## src/verilog/gpt_pkg.sv

```systemverilog
// package for the general-purpose port block: offsets, widths, reset values
// assumes an AXI4-Lite master with 32-bit data and byte addresses
// What this block and its software do
// [RULE1] port three bits: 1 input, 0 drives latch
// [RULE2] port three input pull-up per option bit
// [RULE3] reset puts port three into input mode
// [RULE4] software holds shared serial outputs high
// [RULE5] software leaves serial channel zero bits reset
// [RULE6] software keeps timer out two bits zero
// [RULE7] port four pin follows direction, optional pull-up
// [RULE8] reset puts port four into input mode
// [RULE9] attached tool owns port four pin
// [RULE10] port six outputs are open-drain only
// [RULE11] port six per-bit direction, input after reset
// [RULE12] software halts two-wire unit before port use
// [RULE13] port twelve pins never drive
// [RULE14] port twelve input gated by oscillator selection
// [RULE15] oscillator selection accepted once after reset
// [RULE16] oscillator use holds until next reset
// [RULE17] reset puts port twelve into input mode
// [RULE18] port thirteen pin seven is input only
// [RULE19] data read: pin if input, latch if output
// [RULE20] data write updates latch in any mode
package gpt_pkg;
    localparam int P3_W = 6;
    localparam int P4_W = 1;
    localparam int P6_W = 2;
    localparam logic [7:0] OFS_P3_DATA = 8'h00;
    localparam logic [7:0] OFS_P3_DIR = 8'h04;
    localparam logic [7:0] OFS_P3_PU = 8'h08;
    localparam logic [7:0] OFS_P4_DATA = 8'h0C;
    localparam logic [7:0] OFS_P4_DIR = 8'h10;
    localparam logic [7:0] OFS_P4_PU = 8'h14;
    localparam logic [7:0] OFS_P6_DATA = 8'h18;
    localparam logic [7:0] OFS_P6_DIR = 8'h1C;
    localparam logic [7:0] OFS_P12_DATA = 8'h20;
    localparam logic [7:0] OFS_CLK_MODE = 8'h24;
    localparam logic [7:0] OFS_P13_DATA = 8'h28;
    localparam int CLK_MODE_OSC_BIT = 0;
    localparam int CLK_MODE_EXT_BIT = 1;
    localparam int CLK_MODE_DONE_BIT = 2;
    localparam int P13_PIN_BIT = 7;
    localparam logic [1:0] RESP_OKAY = 2'h0;
    localparam logic [1:0] RESP_SLVERR = 2'h2;
    localparam logic [P3_W-1:0] P3_DIR_RST = 6'h3F;
    localparam logic [P4_W-1:0] P4_DIR_RST = 1'h1;
    localparam logic [P6_W-1:0] P6_DIR_RST = 2'h3;
endpackage

```

## src/verilog/gpt_ports.sv

```systemverilog
// port logic for ports three, four, six, twelve and thirteen with AXI4-Lite registers
// assumes pins are synchronised here; pad wiring resolves enables outside
`timescale 1ns/1ns
`default_nettype none
module gpt_ports
    import gpt_pkg::*;
(
    input wire logic aclk,
    input wire logic aresetn,
    input wire logic [7:0] s_axi_awaddr,
    input wire logic s_axi_awvalid,
    output logic s_axi_awready,
    input wire logic [31:0] s_axi_wdata,
    input wire logic [3:0] s_axi_wstrb,
    input wire logic s_axi_wvalid,
    output logic s_axi_wready,
    output logic [1:0] s_axi_bresp,
    output logic s_axi_bvalid,
    input wire logic s_axi_bready,
    input wire logic [7:0] s_axi_araddr,
    input wire logic s_axi_arvalid,
    output logic s_axi_arready,
    output logic [31:0] s_axi_rdata,
    output logic [1:0] s_axi_rresp,
    output logic s_axi_rvalid,
    input wire logic s_axi_rready,
    input wire logic [gpt_pkg::P3_W-1:0] port_three_in,
    output logic [gpt_pkg::P3_W-1:0] port_three_out,
    output logic [gpt_pkg::P3_W-1:0] port_three_oe,
    output logic [gpt_pkg::P3_W-1:0] port_three_pullup_en,
    input wire logic tool_data_pin_in,
    output logic tool_data_pin_out,
    output logic tool_data_pin_oe,
    output logic tool_data_pin_pullup_en,
    input wire logic tool_attached,
    input wire logic tool_data_out,
    input wire logic tool_data_oe,
    output logic tool_data_in,
    input wire logic [gpt_pkg::P6_W-1:0] port_six_in,
    output logic [gpt_pkg::P6_W-1:0] port_six_out,
    output logic [gpt_pkg::P6_W-1:0] port_six_oe,
    input wire logic osc_in_pin,
    input wire logic osc_out_pin,
    input wire logic interrupt_input_pin,
    output logic oscillator_select,
    output logic external_clock_select,
    output logic interrupt_request
);
    import gpt_pkg::*;

    localparam int SYNC_W = P3_W + 1 + 1 + P6_W + 2 + 1;

    logic [P3_W-1:0] port_three_data, next_port_three_data;
    logic [P3_W-1:0] port_three_direction, next_port_three_direction;
    logic [P3_W-1:0] port_three_pullup_option, next_port_three_pullup_option;
    logic [P4_W-1:0] port_four_data, next_port_four_data;
    logic [P4_W-1:0] port_four_direction, next_port_four_direction;
    logic [P4_W-1:0] port_four_pullup_option, next_port_four_pullup_option;
    logic [P6_W-1:0] port_six_data, next_port_six_data;
    logic [P6_W-1:0] port_six_direction, next_port_six_direction;
    logic clock_mode_locked, next_clock_mode_locked;
    logic next_oscillator_select, next_external_clock_select;

    logic aw_held, next_aw_held, w_held, next_w_held;
    logic [7:0] aw_addr, next_aw_addr;
    logic [31:0] w_data, next_w_data;
    logic [3:0] w_strb, next_w_strb;
    logic next_bvalid, next_rvalid, next_awready, next_wready, next_arready;
    logic [1:0] next_bresp, next_rresp;
    logic [31:0] next_rdata;

    logic [P3_W-1:0] next_p3_out, next_p3_oe, next_p3_pu;
    logic next_p4_out, next_p4_oe, next_p4_pu, next_tool_in;
    logic [P6_W-1:0] next_p6_out, next_p6_oe;
    logic next_irq;

    logic [SYNC_W-1:0] pins_sync;
    logic [P3_W-1:0] p3_pin;
    logic p4_pin, tool_att, p13_pin;
    logic [P6_W-1:0] p6_pin;
    logic [1:0] p12_pin;
    logic do_write;
    logic [P3_W-1:0] p3_read;
    logic [P6_W-1:0] p6_read;
    logic p4_read;
    logic [1:0] p12_read;

    gpt_sync #(.W(SYNC_W)) u_sync (
        .aclk(aclk),
        .aresetn(aresetn),
        .async_in({port_three_in, tool_data_pin_in, tool_attached, port_six_in,
                   osc_out_pin, osc_in_pin, interrupt_input_pin}),
        .sync_out(pins_sync)
    );
    assign {p3_pin, p4_pin, tool_att, p6_pin, p12_pin, p13_pin} = pins_sync;

    // read path: pin level for inputs, latch for outputs
    assign p3_read = (port_three_direction & p3_pin) | (~port_three_direction & port_three_data); // [RULE19]
    assign p4_read = port_four_direction[0] ? p4_pin : port_four_data[0]; // [RULE19]
    assign p6_read = (port_six_direction & p6_pin) | (~port_six_direction & port_six_data); // [RULE19]
    // pins given to the oscillator read as zero
    assign p12_read[0] = p12_pin[0] & (~oscillator_select | external_clock_select); // [RULE14]
    assign p12_read[1] = p12_pin[1] & ~oscillator_select; // [RULE14]

    assign do_write = aw_held && w_held && !s_axi_bvalid;

    always_comb
    begin
        next_aw_held = aw_held;
        next_aw_addr = aw_addr;
        next_w_held = w_held;
        next_w_data = w_data;
        next_w_strb = w_strb;
        next_awready = 1'b0;
        next_wready = 1'b0;
        next_bvalid = s_axi_bvalid && !s_axi_bready;
        next_bresp = s_axi_bresp;
        next_arready = 1'b0;
        next_rvalid = s_axi_rvalid && !s_axi_rready;
        next_rresp = s_axi_rresp;
        next_rdata = s_axi_rdata;
        next_port_three_data = port_three_data;
        next_port_three_direction = port_three_direction;
        next_port_three_pullup_option = port_three_pullup_option;
        next_port_four_data = port_four_data;
        next_port_four_direction = port_four_direction;
        next_port_four_pullup_option = port_four_pullup_option;
        next_port_six_data = port_six_data;
        next_port_six_direction = port_six_direction;
        next_oscillator_select = oscillator_select;
        next_external_clock_select = external_clock_select;
        next_clock_mode_locked = clock_mode_locked;
        if (s_axi_awvalid && s_axi_awready)
        begin
            next_aw_held = 1'b1;
            next_aw_addr = s_axi_awaddr;
        end
        if (s_axi_wvalid && s_axi_wready)
        begin
            next_w_held = 1'b1;
            next_w_data = s_axi_wdata;
            next_w_strb = s_axi_wstrb;
        end
        if (!aw_held && !s_axi_awready && !(s_axi_awvalid && s_axi_awready))
            next_awready = s_axi_awvalid;
        if (!w_held && !s_axi_wready && !(s_axi_wvalid && s_axi_wready))
            next_wready = s_axi_wvalid;
        if (do_write)
        begin
            next_aw_held = 1'b0;
            next_w_held = 1'b0;
            next_bvalid = 1'b1;
            next_bresp = RESP_OKAY;
            if (w_strb[0])
            begin
                case (aw_addr)
                    OFS_P3_DATA: next_port_three_data = w_data[P3_W-1:0]; // [RULE20]
                    OFS_P3_DIR: next_port_three_direction = w_data[P3_W-1:0]; // [RULE1]
                    OFS_P3_PU: next_port_three_pullup_option = w_data[P3_W-1:0]; // [RULE2]
                    OFS_P4_DATA: next_port_four_data = w_data[P4_W-1:0]; // [RULE20]
                    OFS_P4_DIR: next_port_four_direction = w_data[P4_W-1:0]; // [RULE7]
                    OFS_P4_PU: next_port_four_pullup_option = w_data[P4_W-1:0]; // [RULE7]
                    OFS_P6_DATA: next_port_six_data = w_data[P6_W-1:0]; // [RULE20]
                    OFS_P6_DIR: next_port_six_direction = w_data[P6_W-1:0]; // [RULE11]
                    OFS_CLK_MODE:
                    begin
                        // first write after reset sticks, later ones ignored
                        if (!clock_mode_locked) // [RULE15]
                        begin
                            next_oscillator_select = w_data[CLK_MODE_OSC_BIT]; // [RULE16]
                            next_external_clock_select = w_data[CLK_MODE_EXT_BIT];
                            next_clock_mode_locked = 1'b1; // [RULE15]
                        end
                    end
                    OFS_P12_DATA, OFS_P13_DATA: next_bresp = RESP_SLVERR; // [RULE13]
                    default: next_bresp = RESP_SLVERR;
                endcase
            end
            else if (!(aw_addr inside {OFS_P3_DATA, OFS_P3_DIR, OFS_P3_PU, OFS_P4_DATA, OFS_P4_DIR,
                                      OFS_P4_PU, OFS_P6_DATA, OFS_P6_DIR, OFS_CLK_MODE}))
                next_bresp = RESP_SLVERR;
        end
        if (s_axi_arvalid && !s_axi_arready && !s_axi_rvalid)
        begin
            next_arready = 1'b1;
            next_rvalid = 1'b1;
            next_rresp = RESP_OKAY;
            next_rdata = 32'h0000_0000;
            case (s_axi_araddr)
                OFS_P3_DATA: next_rdata[P3_W-1:0] = p3_read;
                OFS_P3_DIR: next_rdata[P3_W-1:0] = port_three_direction;
                OFS_P3_PU: next_rdata[P3_W-1:0] = port_three_pullup_option;
                OFS_P4_DATA: next_rdata[0] = p4_read;
                OFS_P4_DIR: next_rdata[P4_W-1:0] = port_four_direction;
                OFS_P4_PU: next_rdata[P4_W-1:0] = port_four_pullup_option;
                OFS_P6_DATA: next_rdata[P6_W-1:0] = p6_read;
                OFS_P6_DIR: next_rdata[P6_W-1:0] = port_six_direction;
                OFS_P12_DATA: next_rdata[2:1] = p12_read; // [RULE14]
                OFS_CLK_MODE: next_rdata[2:0] = {clock_mode_locked, external_clock_select, oscillator_select};
                OFS_P13_DATA: next_rdata[P13_PIN_BIT] = p13_pin; // [RULE18]
                default: next_rresp = RESP_SLVERR;
            endcase
        end
    end

    // pin drive
    always_comb
    begin
        next_p3_oe = ~port_three_direction; // [RULE1]
        next_p3_out = port_three_data; // [RULE1]
        next_p3_pu = port_three_direction & port_three_pullup_option; // [RULE2]
        if (tool_att) // [RULE9]
        begin
            next_p4_out = tool_data_out;
            next_p4_oe = tool_data_oe;
            next_p4_pu = 1'b0;
        end
        else
        begin
            next_p4_out = port_four_data[0]; // [RULE7]
            next_p4_oe = ~port_four_direction[0];
            next_p4_pu = port_four_direction[0] & port_four_pullup_option[0]; // [RULE7]
        end
        next_tool_in = tool_att & p4_pin;
        next_p6_out = '0; // [RULE10]
        next_p6_oe = ~port_six_direction & ~port_six_data; // [RULE10]
        next_irq = p13_pin; // [RULE18]
    end

    always_ff @(posedge aclk)
    begin
        if (!aresetn)
        begin
            aw_held <= 1'b0;
            w_held <= 1'b0;
            aw_addr <= 8'h00;
            w_data <= 32'h0000_0000;
            w_strb <= 4'h0;
            s_axi_awready <= 1'b0;
            s_axi_wready <= 1'b0;
            s_axi_bvalid <= 1'b0;
            s_axi_bresp <= RESP_OKAY;
            s_axi_arready <= 1'b0;
            s_axi_rvalid <= 1'b0;
            s_axi_rresp <= RESP_OKAY;
            s_axi_rdata <= 32'h0000_0000;
            port_three_data <= '0;
            port_three_direction <= P3_DIR_RST; // [RULE3]
            port_three_pullup_option <= '0;
            port_four_data <= '0;
            port_four_direction <= P4_DIR_RST; // [RULE8]
            port_four_pullup_option <= '0;
            port_six_data <= '0;
            port_six_direction <= P6_DIR_RST; // [RULE11]
            oscillator_select <= 1'b0; // [RULE17]
            external_clock_select <= 1'b0;
            clock_mode_locked <= 1'b0;
            port_three_out <= '0;
            port_three_oe <= '0;
            port_three_pullup_en <= '0;
            tool_data_pin_out <= 1'b0;
            tool_data_pin_oe <= 1'b0;
            tool_data_pin_pullup_en <= 1'b0;
            tool_data_in <= 1'b0;
            port_six_out <= '0;
            port_six_oe <= '0;
            interrupt_request <= 1'b0;
        end
        else
        begin
            aw_held <= next_aw_held;
            w_held <= next_w_held;
            aw_addr <= next_aw_addr;
            w_data <= next_w_data;
            w_strb <= next_w_strb;
            s_axi_awready <= next_awready;
            s_axi_wready <= next_wready;
            s_axi_bvalid <= next_bvalid;
            s_axi_bresp <= next_bresp;
            s_axi_arready <= next_arready;
            s_axi_rvalid <= next_rvalid;
            s_axi_rresp <= next_rresp;
            s_axi_rdata <= next_rdata;
            port_three_data <= next_port_three_data;
            port_three_direction <= next_port_three_direction;
            port_three_pullup_option <= next_port_three_pullup_option;
            port_four_data <= next_port_four_data;
            port_four_direction <= next_port_four_direction;
            port_four_pullup_option <= next_port_four_pullup_option;
            port_six_data <= next_port_six_data;
            port_six_direction <= next_port_six_direction;
            oscillator_select <= next_oscillator_select;
            external_clock_select <= next_external_clock_select;
            clock_mode_locked <= next_clock_mode_locked;
            port_three_out <= next_p3_out;
            port_three_oe <= next_p3_oe;
            port_three_pullup_en <= next_p3_pu;
            tool_data_pin_out <= next_p4_out;
            tool_data_pin_oe <= next_p4_oe;
            tool_data_pin_pullup_en <= next_p4_pu;
            tool_data_in <= next_tool_in;
            port_six_out <= next_p6_out;
            port_six_oe <= next_p6_oe;
            interrupt_request <= next_irq;
        end
    end
endmodule // gpt_ports
`default_nettype wire

```

## src/verilog/gpt_sync.sv

```systemverilog
// two-flop synchroniser for a group of pin inputs
// assumes inputs are asynchronous to aclk
`timescale 1ns/1ns
`default_nettype none
module gpt_sync #(
    parameter int W = 1
) (
    input wire logic aclk,
    input wire logic aresetn,
    input wire logic [W-1:0] async_in,
    output logic [W-1:0] sync_out
);
    logic [W-1:0] stage1;
    always_ff @(posedge aclk)
    begin
        if (!aresetn)
        begin
            stage1 <= '0;
            sync_out <= '0;
        end
        else
        begin
            stage1 <= async_in;
            sync_out <= stage1;
        end
    end
endmodule // gpt_sync
`default_nettype wire
```

## config.mk

```make
export PLATFORM = sky130hd
export DESIGN_NAME = gpt_ports
export DESIGN_NICKNAME = d
export VERILOG_FILES = /design/src/verilog/gpt_pkg.sv /design/src/verilog/gpt_ports.sv /design/src/verilog/gpt_sync.sv
export SDC_FILE = /design/constraint.sdc
export NUM_CORES = 1
export LEC_CHECK = 0
export BUFFER_PORTS_ARGS = -buffer_cell sky130_fd_sc_hd__buf_2
export CELL_PAD_IN_SITES_DETAIL_PLACEMENT = 1
export CELL_PAD_IN_SITES_GLOBAL_PLACEMENT = 2
export CORE_UTILIZATION = 26
export DETAILED_ROUTE_END_ITERATION = 7
export HOLD_SLACK_MARGIN = 0.15
export MAX_ROUTING_LAYER = met4
export PLACE_DENSITY = 0.87
export SLEW_MARGIN = 0
export SYNTH_ARGS = -nofsm -noshare
export SYNTH_HDL_FRONTEND = slang
export SYNTH_SLANG_ARGS = --single-unit
```

## constraint.sdc

```tcl
create_clock -name aclk -period 1.7 [get_ports aclk]
set_clock_uncertainty 0.1 [all_clocks]
set_input_delay 0.255 -clock aclk [delete_from_list [all_inputs] [get_ports aclk]]
set_output_delay 0.255 -clock aclk [all_outputs]
set_load 0.005 [all_outputs]
```

### Word-level counts from Yosys, hierarchy flattened

Cells that the tools add are included.

| word-level totals | value |
|---|---|
| input bits | 74 |
| output and inout port bits | 70 |
| register bits after elaboration | 112 |
| word-level logic and storage cells | 130 |

| operators by class | value |
|---|---|
| equal/unequal tests | 18 |
| muxes and demuxes | 15 |
| reductions and logical operators | 42 |
| bitwise logic cells | 20 |

Operators by type and width:

| cell | number |
|---|---|
| == test 8 x 5 -> 1 bit, second input constant | 8 |
| == test 8 x 4 -> 1 bit, second input constant | 4 |
| == test 8 x 6 -> 1 bit, second input constant | 4 |
| AND reduction 3 bit | 9 |
| AND 6 bit | 3 |
| == test 8 x 3 -> 1 bit, second input constant | 2 |
| logical NOT 8 bit | 2 |
| logical AND 1 bit | 12 |
| logical NOT 1 bit | 11 |
| OR reduction 11 bit | 1 |
| case mux 1 bit (9 select lines) | 1 |
| case mux 3 bit (3 select lines) | 1 |
| nonzero test 9 bit | 1 |
| OR reduction 9 bit | 1 |
| 2-to-1 mux 2 bit | 4 |
| 2-to-1 mux 1 bit | 7 |
| case mux 1 bit (7 select lines) | 1 |
| AND 2 bit | 3 |
| NOT 6 bit | 1 |
| OR 6 bit | 1 |
| case mux 1 bit (5 select lines) | 1 |
| AND 1 bit | 4 |
| NOT 1 bit | 4 |
| NOT 2 bit | 2 |
| 5 further kinds | 7 |

### Logic depth before layout (Yosys ltp)

Gate-level depths: netlist of the first run.

| depth | value |
|---|---|
| word-level depth | 4 |
| gate-level depth with buffers | 6 |
| gate-level depth less buffers | 5 |

### Hierarchy

Synthesis of the first run repeated with hierarchy kept, for this count alone.

| second synthesis, totals | value |
|---|---|
| cells, all modules | 458 |
| area, all modules | 4301.6 µm² |

Modules (own cells, without submodules):

| module | area each (µm²) | seq. area each (µm²) | times used | cells each |
|---|---|---|---|---|
| gpt_ports | 3570.9 | 1681.6 | 1 | 404 |
| gpt_sync | 730.7 | 520.5 | 1 | 54 |

### Worst setup path before layout of the first run

Ideal clock, no wire load.

| path | value |
|---|---|
| kind | reg-to-reg |
| start | register aw_addr[7] |
| end | register port_three_pullup_option[1] |
| cell stages (with the launch flop) | 7 |
| data arrival time | 1.464 ns |
| path slack | 0.021 ns |
| setup time | 0.115 ns |
| clock period less this slack | 1.679 ns |
| data required time | 1.485 ns |
| path buffers | 1 |
| path through | dfxtp_1 or3b_4 nor4b_4 nand3_1 buf_6 nand3_1 o21ai_2 |

| between the ends | value |
|---|---|
| word-level cells in the longest chain between the ends | 2 |

Ends and longest elaborated chain:

| element | RTL line | source |
|---|---|---|
| start: declaration | gpt_ports.sv:65 | `logic [7:0] aw_addr, next_aw_addr;` |
| start signal: assignment | gpt_ports.sv:273 | `aw_addr <= next_aw_addr;` |
| == test 8 x 4 -> 1 bit | gpt_ports.sv:156 | `case (aw_addr)` |
| AND reduction 3 bit (no source line) | - |  |
| end signal: assignment | gpt_ports.sv:286 | `port_three_pullup_option <= next_port_three_pullup_option;` |
| end: declaration | gpt_ports.sv:55 | `logic [P3_W-1:0] port_three_pullup_option, next_port_three_pullup_option;` |

No other way between the ends.
A chain may end at the register's enable or synchronous reset.

### Worst setup path in the final report of the first run

| path | value |
|---|---|
| start | register aw_addr[7] |
| end | register port_three_direction[4] |

| between the ends | value |
|---|---|
| word-level cells in the longest chain between the ends | 2 |

Ends and longest elaborated chain:

| element | RTL line | source |
|---|---|---|
| == test 8 x 3 -> 1 bit | gpt_ports.sv:156 |  |
| AND reduction 3 bit (no source line) | - |  |
| end signal: assignment | gpt_ports.sv:285 | `port_three_direction <= next_port_three_direction;` |
| end: declaration | gpt_ports.sv:54 | `logic [P3_W-1:0] port_three_direction, next_port_three_direction;` |

No other way between the ends.

==> results of run 1 <==
layout by cell type (no fill, tap or decap), drive strengths merged, types with 4 or more instances in the layout:
cell type,n
buf,120
dfxtp,110
nand2,49
dlygate4sd3,38
and2,37
o21ai,33
a21oi,31
conb,29
nand3,29
nor2,26
mux2i,12
nor3,12
clkbuf,11
and3,9
nand2b,7
inv,5
nor4b,5
nand4,4
layout make-up:
class,count,area [um2],share of cell area (%)
flip-flops and latches,110,2200,38.6
multi-input cells,316,1820,31.8
repair buffers,158,1080,18.9
well taps,216,270,4.73
clock buffers,11,233,4.08
clock inverters,5,83.8,1.47
inverters,6,22.5,0.395
worst register-to-register path, cell delays in order (launching register included):
cell     delay, ps
dfxtp_2        320
or3b_4         400
nor4b_4        300
nand2_2        110
buf_6          160
buf_4          130
a21oi_1        140
per-layer routing:
| layer | vias to the layer above | track usage (%) | wire, um |
|---|---|---|---|
| met5 | - | - | 0 |
| met4 | 0 | 4.50 | 137 |
| met3 | 13 | 4.49 | 554 |
| met2 | 84 | 25.8 | 5880 |
| met1 | 1745 | 16.4 | 5050 |
| li1 | 1794 | - | - |
timing repair:
action,CTS,global route
gates cloned,0,1
setup buffers,0,1
hold buffers,38,0
endpoints found under the setup margin,16,21
hold endpoints to repair,34,0
pin swaps,1,1
resized for setup,4,24
power by group:
part	total [mW]	switching [mW]	leakage, nW	internal [mW]
combinational	0.388	0.195	1.39	0.192
sequential	2.67	0.0397	0.896	2.63
clock	2.24	0.947	0.146	1.30
metrics by stage:
step | worst slack [ps] | hold WS, ps
2_1_floorplan | 20.7 | 282
3_3_place_gp | -32.4 | 318
3_5_place_dp | -161 | 324
4_1_cts | -12.2 | 230
5_1_grt | -127 | 261
6_report | -29.7 | 236
cells in the mapped netlist (all sizes together), types with 2 or more instances:
| library cell | instances | area share [%] |
|---|---|---|
| dfxtp | 110 | 53 |
| nand2 | 49 | 4.4 |
| and2 | 37 | 5.5 |
| buf | 34 | 6.1 |
| o21ai | 33 | 4.2 |
| a21oi | 31 | 3.7 |
| nand3 | 29 | 3.5 |
| nor2 | 26 | 2.3 |
| clkbuf | 19 | 1.7 |
| mux2i | 12 | 2.9 |
| nor3 | 12 | 1.4 |
| and3 | 9 | 1.4 |
| nand2b | 7 | 1.0 |
| inv | 5 | 0.45 |
| nor4b | 5 | 1.6 |
| nand4 | 4 | 0.60 |
| a22oi | 3 | 0.54 |
| mux2 | 3 | 0.81 |
| nor4 | 3 | 0.45 |
| a22o | 2 | 0.42 |
| nand4b | 2 | 0.42 |
| nor2b | 2 | 0.30 |
| nor3b | 2 | 0.36 |
registers in the layout, indices dropped and copies added (netlist names), 2 cells and up:
signal                    flops
port_six_data                 2
port_three_oe                 6
aw_addr                       8
port_three_out                6
port_three_direction          6
port_six_oe                   2
u_sync.stage1                13
port_three_pullup_en          6
w_data                        6
port_three_pullup_option      6
next_p3_out                   6
s_axi_rdata                   7
u_sync.sync_out              13
port_six_direction            2
kinds of logic after synthesis:
logic type | Yosys count | synth area share (%)
AND/OR/NAND/NOR | 192 | 24.2
multiplexers | 15 | 3.67
buffers and inverters | 59 | 8.33
flip-flops | 110 | 52.6
other | 1 | 0.0895
AO/OA/AOI/OAI | 80 | 11.1
worst max-delay path by stage:
| stage | from | end | slack, ps | cells after the start |
|---|---|---|---|---|
| 6_report | aw_addr[7] | port_three_direction[4] | -30 | 6 |
| 5_1_grt | aw_addr[7] | port_three_pullup_option[3] | -130 | 6 |
| 4_1_cts | aw_addr[7] | port_three_pullup_option[3] | -10 | 6 |
| 3_5_place_dp | s_axi_araddr[7] | s_axi_rdata[4] | -160 | 6 |
| 3_3_place_gp | s_axi_araddr[7] | s_axi_rdata[3] | -30 | 6 |
| 2_1_floorplan | aw_addr[7] | port_three_pullup_option[1] | 20 | 6 |
==> flow_summary.ini, run 1 <==
[setup_path]
crit_path_max_incr_delay_ps = 400
path_cells = or3b_4 > nor4b_4 > nand2_2 > buf_6 > buf_4 > a21oi_1
critPathMaxFanout = 6
cp-end-kind = flip-flop
rr_worst_depth = 6
path_delay_family = simple AND/OR/NAND/NOR gates
regToRegEndpoint = port_three_direction[4]
crit_buf_inv = 2
r2r-start = aw_addr[7]
cp.required_ps = 1890
cp-start-kind = flip-flop
cp.arrival_ps = 1920
crit_type = reg -> reg
r2r_slack_ps = -30
slowest_stage = or3b_4

[drt]
routed_wirelength_mm = 11.6
wl_per_cell_um = 14.1
num_vias = 3636
vias_per_cell = 4.42
first_pass_iters = 6
drc_errors = 0
drtIter0Drc = 105
ant_nets = 0

[cells_and_area]
diodes = 0
layout.cells.non_filler = 822
drive_above_1_share_pct = 26.6
syn_to_final_growth_pct = 36.2
fin_util_pct = 36.1
fillCellCount = 1858
design_area_um2 = 5710
final_nets = 675

[sta]
slew_headroom_pct = 66.1
slew_violations = 0
setup_tns_ps = -51.8
rsz0062_at_grt = yes
setup_violations = 3
final-hold-violation-count = 0
fmax_mhz = 578
min_period_ps = 1730
fin_ws_ps = -29.7
layout_worst_path_cycle_share_pct = 102
max_slew.worst_pin.slew_ps = 504

[die]
ios = 144
die_y_um = 129
placementRows = 46
core_area_um2 = 15800
die_w_um = 129
start_util_pct = 26.5
dieArea_um2 = 16600

[clocking]
htreeDepth = 3
clkSlewWorstSetupHoldPaths_ps = 70
ctsLongestPathBuffers = 2
cts_sinks = 110
clk_latency_ps = 350
clock-root-buffer = clkbuf_16
cts_tree = yes
numCtsBuffers = 9

[placement]
post-place-cells = 766
dpl.hpwl_mm = 8.57
place_congestion = 0.841
port_buffers = 85
placed_area_um2 = 4910

[outcome]
status = finished, violations left
violations = negative setup slack

[logic_synthesis]
syn_avg_cell_area_um2 = 9.17
synth-seq-cells = 110
syn-cell-area_um2 = 4190
syn_inst = 457
synthFlopType = dfxtp_1
synth_cell_type_count = 51
synth_edf_count = 0
async_flop_share_pct = 0
yosysWarnings = 0
ys_seq_area_share_pct = 52.6

[global_route]
grt_overflow = 0
grt_pass1_vias = 3657
grt_pass1_wl_mm = 18.2
grt_antenna_before_repair = 0
grt_max_degree = 33
track_usage_pct = 14.9

[hold_path]
worstHoldStart = aresetn
min_path_cells = 3
holdPathEnd = port_three_pullup_option[2]
hold_path.class = in -> reg

[pwr]
cellPowerDensity_nw_per_um2 = 929
ir_drop_uv = 498
leakage_nw = 2.43
p_total_mw = 5.30

[flow_run]
drv_cap = 0
Note: power is estimated with default switching activity, not from simulation.
==> inputs of run 2 (changes only) <==
Settings changed: ABC_AREA from default to 1, CORE_UTILIZATION 26 to 25, PLACE_DENSITY 0.87 to 0.88.
==> run 2 against run 1 <==
  * The run now ends clean
  * Non-clock buffer count down 25
  * Clock power down 9.8%
  * Combinational power up 3%
  * Critical path depth up 2
  * Synthesized area up 3.9%
  * Power down 3.8%
  * Highest routed layer unchanged
==> flow_summary.ini, run 2 <==
[logic_synthesis]
syn-cell-area_um2 = 4350
yosys-top-cells-count = nand2_1 (120), dfxtp_1 (110), inv_1 (79)
synth_top_area_cell = dfxtp_1
ys_seq_area_share_pct = 50.6
synthAdderAreaFrac_pct = 0
synth_xor_area_share_pct = 0
synthSimpleGateAreaFrac_pct = 22.3
syn_avg_cell_area_um2 = 7.79
yosysWarnings = 0
synthFlopType = dfxtp_1
synth_top_area_share_pct = 50.6
synth_most_common_cell = nand2_1
synth_edf_count = 0
synth-seq-cells = 110
synth_cell_type_count = 29
synth_top_family_by_area = simple AND/OR/NAND/NOR gates
synth_compound_area_share_pct = 13.2
synth_area_leaders = dfxtp_1 (51%), nand2_1 (10%), inv_1 (6.8%), buf_4 (5.0%), o21ai_0 (4.5%)
syn_inst = 559
synth.mux.area_fraction_pct = 0
async_flop_share_pct = 0

[setup_path]
crit_top_cell = nor2_2
crit_type = reg -> reg
path_delay_family = simple AND/OR/NAND/NOR gates
cp.required_ps = 1890
path_cells = nor2_2 > nand2_1 > nor2_2 > nand2_4 > nor2_4 > buf_12 > o21ai_0 > a21oi_1
cp-end-kind = flip-flop
crit_path_max_incr_delay_ps = 320
slowest_stage = dfxtp_1
critPathMaxFanout = 12
cp-start-kind = flip-flop
crit_buf_inv = 1
cp.arrival_ps = 1730

[global_route]
grt_antenna_before_repair = 0
grt_max_degree = 33
grt_pass1_vias = 3692
track_usage_pct = 13.9
grt_overflow = 0
grt_pass1_wl_mm = 18.7

[placement]
port_buffers = 85
post-place-cells = 857
dpl.hpwl_mm = 8.64
place_congestion = 0.824

[clocking]
clk_latency_ps = 350
clkSlewWorstSetupHoldPaths_ps = 70
numCtsBuffers = 9
htreeDepth = 3
cts_tree = yes
clock-root-buffer = clkbuf_16
cts_sinks = 110
ctsLongestPathBuffers = 2

[drt]
ant_nets = 0
drtIter0Drc = 152
first_pass_iters = 4
vias_per_cell = 4.15
drc_errors = 0
num_vias = 3781
routed_wirelength_mm = 11.6
wl_per_cell_um = 12.8

[cells_and_area]
drive_above_1_share_pct = 20.3
layout.cells.non_filler = 911
final_nets = 760
multiInputGateArea_um2 = 1650
seqCellArea_um2 = 2200
fillCellCount = 2118
top_regs = u_sync.stage1: 13 flops, u_sync.sync_out: 13 flops, aw_addr: 8 flops
mostFrequentLayoutCells = nand2_1 (120), dfxtp_1 (110), buf_2 (85), inv_1 (79), nor2_1 (41)
diodes = 0
syn_to_final_growth_pct = 29.4
final_common_cell = nand2_1

[sta]
layout_worst_path_cycle_share_pct = 90.7
max_slew.worst_pin.slew_ps = 497
final-hold-violation-count = 0
slew_violations = 0
setup_violations = 0
min_period_ps = 1540
slew_headroom_pct = 66.8
setup_tns_ps = 0
fmax_mhz = 649
rsz0062_at_grt = no

[die]
ios = 144
die_w_um = 134
placementRows = 47
dieArea_um2 = 17900
die_y_um = 134
start_util_pct = 25.9
core_area_um2 = 16800

[pwr]
cellPowerDensity_nw_per_um2 = 905
ir_drop_uv = 499
leakage_nw = 2.77

[outcome]
status = completed

[flow_run]
drv_cap = 0

[hold_path]
hold_path.class = in -> reg
run 2: logic make-up (layout without fill, tap and decap cells):
logic type,after synthesis,after routing
compound gates,102,102
buf+inv,126,230
flops,110,110
other cells,1,29
simple gates,220,220
run 2: final timing paths:
kind | startpoint | endpoint | slack (ps) | depth (start not counted)
max | aw_addr[7] | port_three_pullup_option[0] | 160 | 8
min | s_axi_arvalid | s_axi_rvalid | 210 | 5
max reg2reg | aw_addr[7] | port_three_pullup_option[0] | 160 | 8
min reg2reg | u_sync.stage1[5] | u_sync.sync_out[5] | 310 | 2
run 2: cell type report:
type	instances	area share (%)
clock buffer	11	4.31
clock inverter	5	0.755
inverter	81	5.40
multi-input combinational	351	29.4
sequential	110	39.1
tap	220	4.89
timing repair buffer	133	16.2
run 2: worst min-delay path, stage by stage:
cell and delay [ps]:
buf_2 100, inv_1 40, nor2_1 30, nand2_1 120
a21oi_1 80
run 2: per-stage QoR:
stage	hold WS, ps	power (mW)	utilization, %	cell area [um2]	setup WS, ps
6_report	212	5.10	33.5	5630	159
5_1_grt	248	5.30	33.5	5630	20.8
4_1_cts	215	5.17	33.3	5600	92.9
3_5_place_dp	300	3.08	29.5	4960	124
3_3_place_gp	297	3.07	29.5	4960	148
2_1_floorplan	253	2.97	-	4460	376
run 2: routing by layer:
layer / vias to the layer above / share of wire [%] / global-route usage (%)
li1: 1960 / - / -
met1: 1725 / 50 / 18.0
met2: 85 / 44 / 21.4
met3: 11 / 3.9 / 2.38
met4: 0 / 1.6 / 5.87
met5: - / 0 / -
run 2: what timing repair did:
item                                    CTS  global route
endpoints found under the setup margin    0             5
endpoints found under the hold margin    41             0
buffers inserted                          0             3
gates resized for setup                   0             0
hold buffers                             35             0
run 2: power breakdown:
part | internal [mW] | switching [mW]
combinational | 0.171 | 0.228
sequential | 2.64 | 0.0353
clock | 1.05 | 0.972
==> inputs of run 3 (changes only) <==
Settings changed: CORE_UTILIZATION 25 to 28, PLACE_DENSITY 0.88 to 0.92.
Clock period 1.7 ns to 1.5 ns, I/O delays scaled along.
==> run 3 against run 2 <==
  * Sequential power up 13%
  * Clock-buffer cell count is the same
  * Combinational power grew 23%
  * Non-clock buffer count is 22 higher
  * Core utilization grew 5.0 points
==> flow_summary.ini, run 3 (synthesized netlist as in run 2, its figures left out) <==
[outcome]
status = completed

[clocking]
clk_latency_ps = 360
cts_tree = yes
clock-root-buffer = clkbuf_16
cts_sinks = 110
ctsLongestPathBuffers = 2
htreeDepth = 3
clkSlewWorstSetupHoldPaths_ps = 70
numCtsBuffers = 9

[die]
die_w_um = 127
placementRows = 45
core_area_um2 = 15200
dieArea_um2 = 16000
ios = 144
start_util_pct = 28.6
die_y_um = 127

[global_route]
grt_overflow = 0
grt_pass1_wl_mm = 19.4
grt_antenna_before_repair = 0
grt_pass1_vias = 4026
grt_max_degree = 30
track_usage_pct = 16.1

[setup_path]
path_cells = nor2_4 > nand3_2 > inv_2 > nand4_1 > nor2_2 > nand2_2 > nand2_1 > nand2_1 > nor2_1
cp-start-kind = flip-flop
crit_type = reg -> reg
path_delay_family = simple AND/OR/NAND/NOR gates
crit_buf_inv = 1
rr_worst_depth = 9
slowest_stage = dfxtp_2
crit_path_max_incr_delay_ps = 330
cp-end-kind = flip-flop
r2r_slack_ps = 40
r2r-start = aw_addr[0]
cp.arrival_ps = 1640
regToRegEndpoint = external_clock_select
cp.required_ps = 1690
critPathMaxFanout = 4
crit_top_cell = nand2_1

[cells_and_area]
fillCellCount = 1890
diodes = 0
top_regs = u_sync.stage1: 13 flops, u_sync.sync_out: 13 flops, aw_addr: 8 flops
syn_to_final_growth_pct = 34.3
final_common_cell = nand2_1
design_area_um2 = 5850
mostFrequentLayoutCells = nand2_1 (117), dfxtp_1 (107), buf_2 (85), inv_1 (76), nor2_1 (39)
fin_util_pct = 38.5
final_nets = 782
drive_above_1_share_pct = 24.8

[pwr]
switchingPower_mw = 1.39
cellPowerDensity_nw_per_um2 = 1050
power_frac_seq_pct = 49.6
clock_power_share_pct = 42.4
p_comb_share_pct = 8.0
leakage_nw = 2.91
p_int_mw = 4.73
ir_drop_uv = 567
p_sw_share_pct = 22.8

[sta]
min_period_ps = 1460
layout_worst_path_cycle_share_pct = 97.1
rsz0062_at_grt = yes
final-hold-violation-count = 0
setup_violations = 0
fmax_mhz = 686
slew_violations = 0

[drt]
first_pass_iters = 4
num_vias = 4005
drtIter0Drc = 106
wl_per_cell_um = 13.5
routed_wirelength_mm = 12.2
drc_errors = 0
ant_nets = 0
vias_per_cell = 4.45

[hold_path]
worstHoldStart = aresetn
hold_path.class = in -> reg
holdPathEnd = port_three_oe[3]
min_path_cells = 3

[flow_run]
drv_cap = 0

[placement]
port_buffers = 85
place_congestion = 0.868
placed_area_um2 = 5020
dpl.hpwl_mm = 8.75
## run 3: cell types whose count changed in the layout (fill, tap and decap cells not counted), moves of 3 or more
cell        previous run  this run
buf_4                 10        31
buf_6                  0         3
clkinvlp_4             3         0
dfxtp_1              110       107
dfxtp_2                0         3
inv_1                 79        76
inv_2                  2         5
nand2_1              120       117
nand2_2                0         3
nand3_1               27        24
nor2_4                 4         7
## run 3: worst min-delay path, cell delays in order
cell and delay (ps):
buf_2 120, inv_2 130, nor2_1 110
## run 3: worst max path at each step
stage / start / end / slack, ps / cells after the start
after floorplan: aw_addr[7] / port_three_direction[4] / 180 / 7
after global placement: s_axi_araddr[5] / s_axi_rdata[1] / 20 / 11
after detailed placement: s_axi_araddr[5] / s_axi_rdata[2] / -70 / 9
after CTS: aw_addr[1] / external_clock_select / -4 / 9
after global routing: aw_addr[0] / external_clock_select / -30 / 9
final: aw_addr[0] / external_clock_select / 40 / 9
## run 3: power by group through the flow
| stage | Clock, mW | Combinational, mW | Sequential, mW |
|---|---|---|---|
| after floorplan | 0 | 0.273 | 3.09 |
| after global routing | 2.78 | 0.550 | 3.04 |
| after detailed placement | 0 | 0.393 | 3.10 |
| after global placement | 0 | 0.382 | 3.10 |
| after CTS | 2.66 | 0.477 | 3.03 |
| final | 2.59 | 0.490 | 3.04 |
## run 3: timing repair
item                                    in CTS  in global routing
setup buffers                                6                  4
resized for setup                           10                 14
pin swaps                                    6                 10
endpoints found under the setup margin       6                 25
hold endpoints to repair                    35                  0
cloned                                       1                  0
hold buffers                                34                  0
## run 3: layer usage
layer,share of wire (%),track usage [%]
met1,42,17.4
met2,53,29.0
met3,2.7,2.45
met4,2.4,7.77
met5,0,-
## run 3: per-stage QoR
step / hold slack (ps) / cells / worst slack [ps] / TNS [ps] / power, mW
after floorplan: 223 / 587 / 176 / 0 / 3.37
after detailed placement: 305 / 840 / -70.0 / -221 / 3.49
after global placement: 305 / 840 / 20.5 / 0 / 3.48
after global routing: 200 / 901 / -29.1 / -29.1 / 6.37
after CTS: 167 / 897 / -4.31 / -5.42 / 6.17
final: 170 / 901 / 42.9 / 0 / 6.12
## run 3: layout make-up
cell class	count	area [um2]	area share, %
clock buffers	11	243	4.15
clock inverters	5	82.6	1.41
inverters	81	304	5.20
multi-input cells	351	1700	29.1
flip-flops and latches	110	2210	37.7
well taps	188	235	4.02
repair buffers	155	1070	18.3
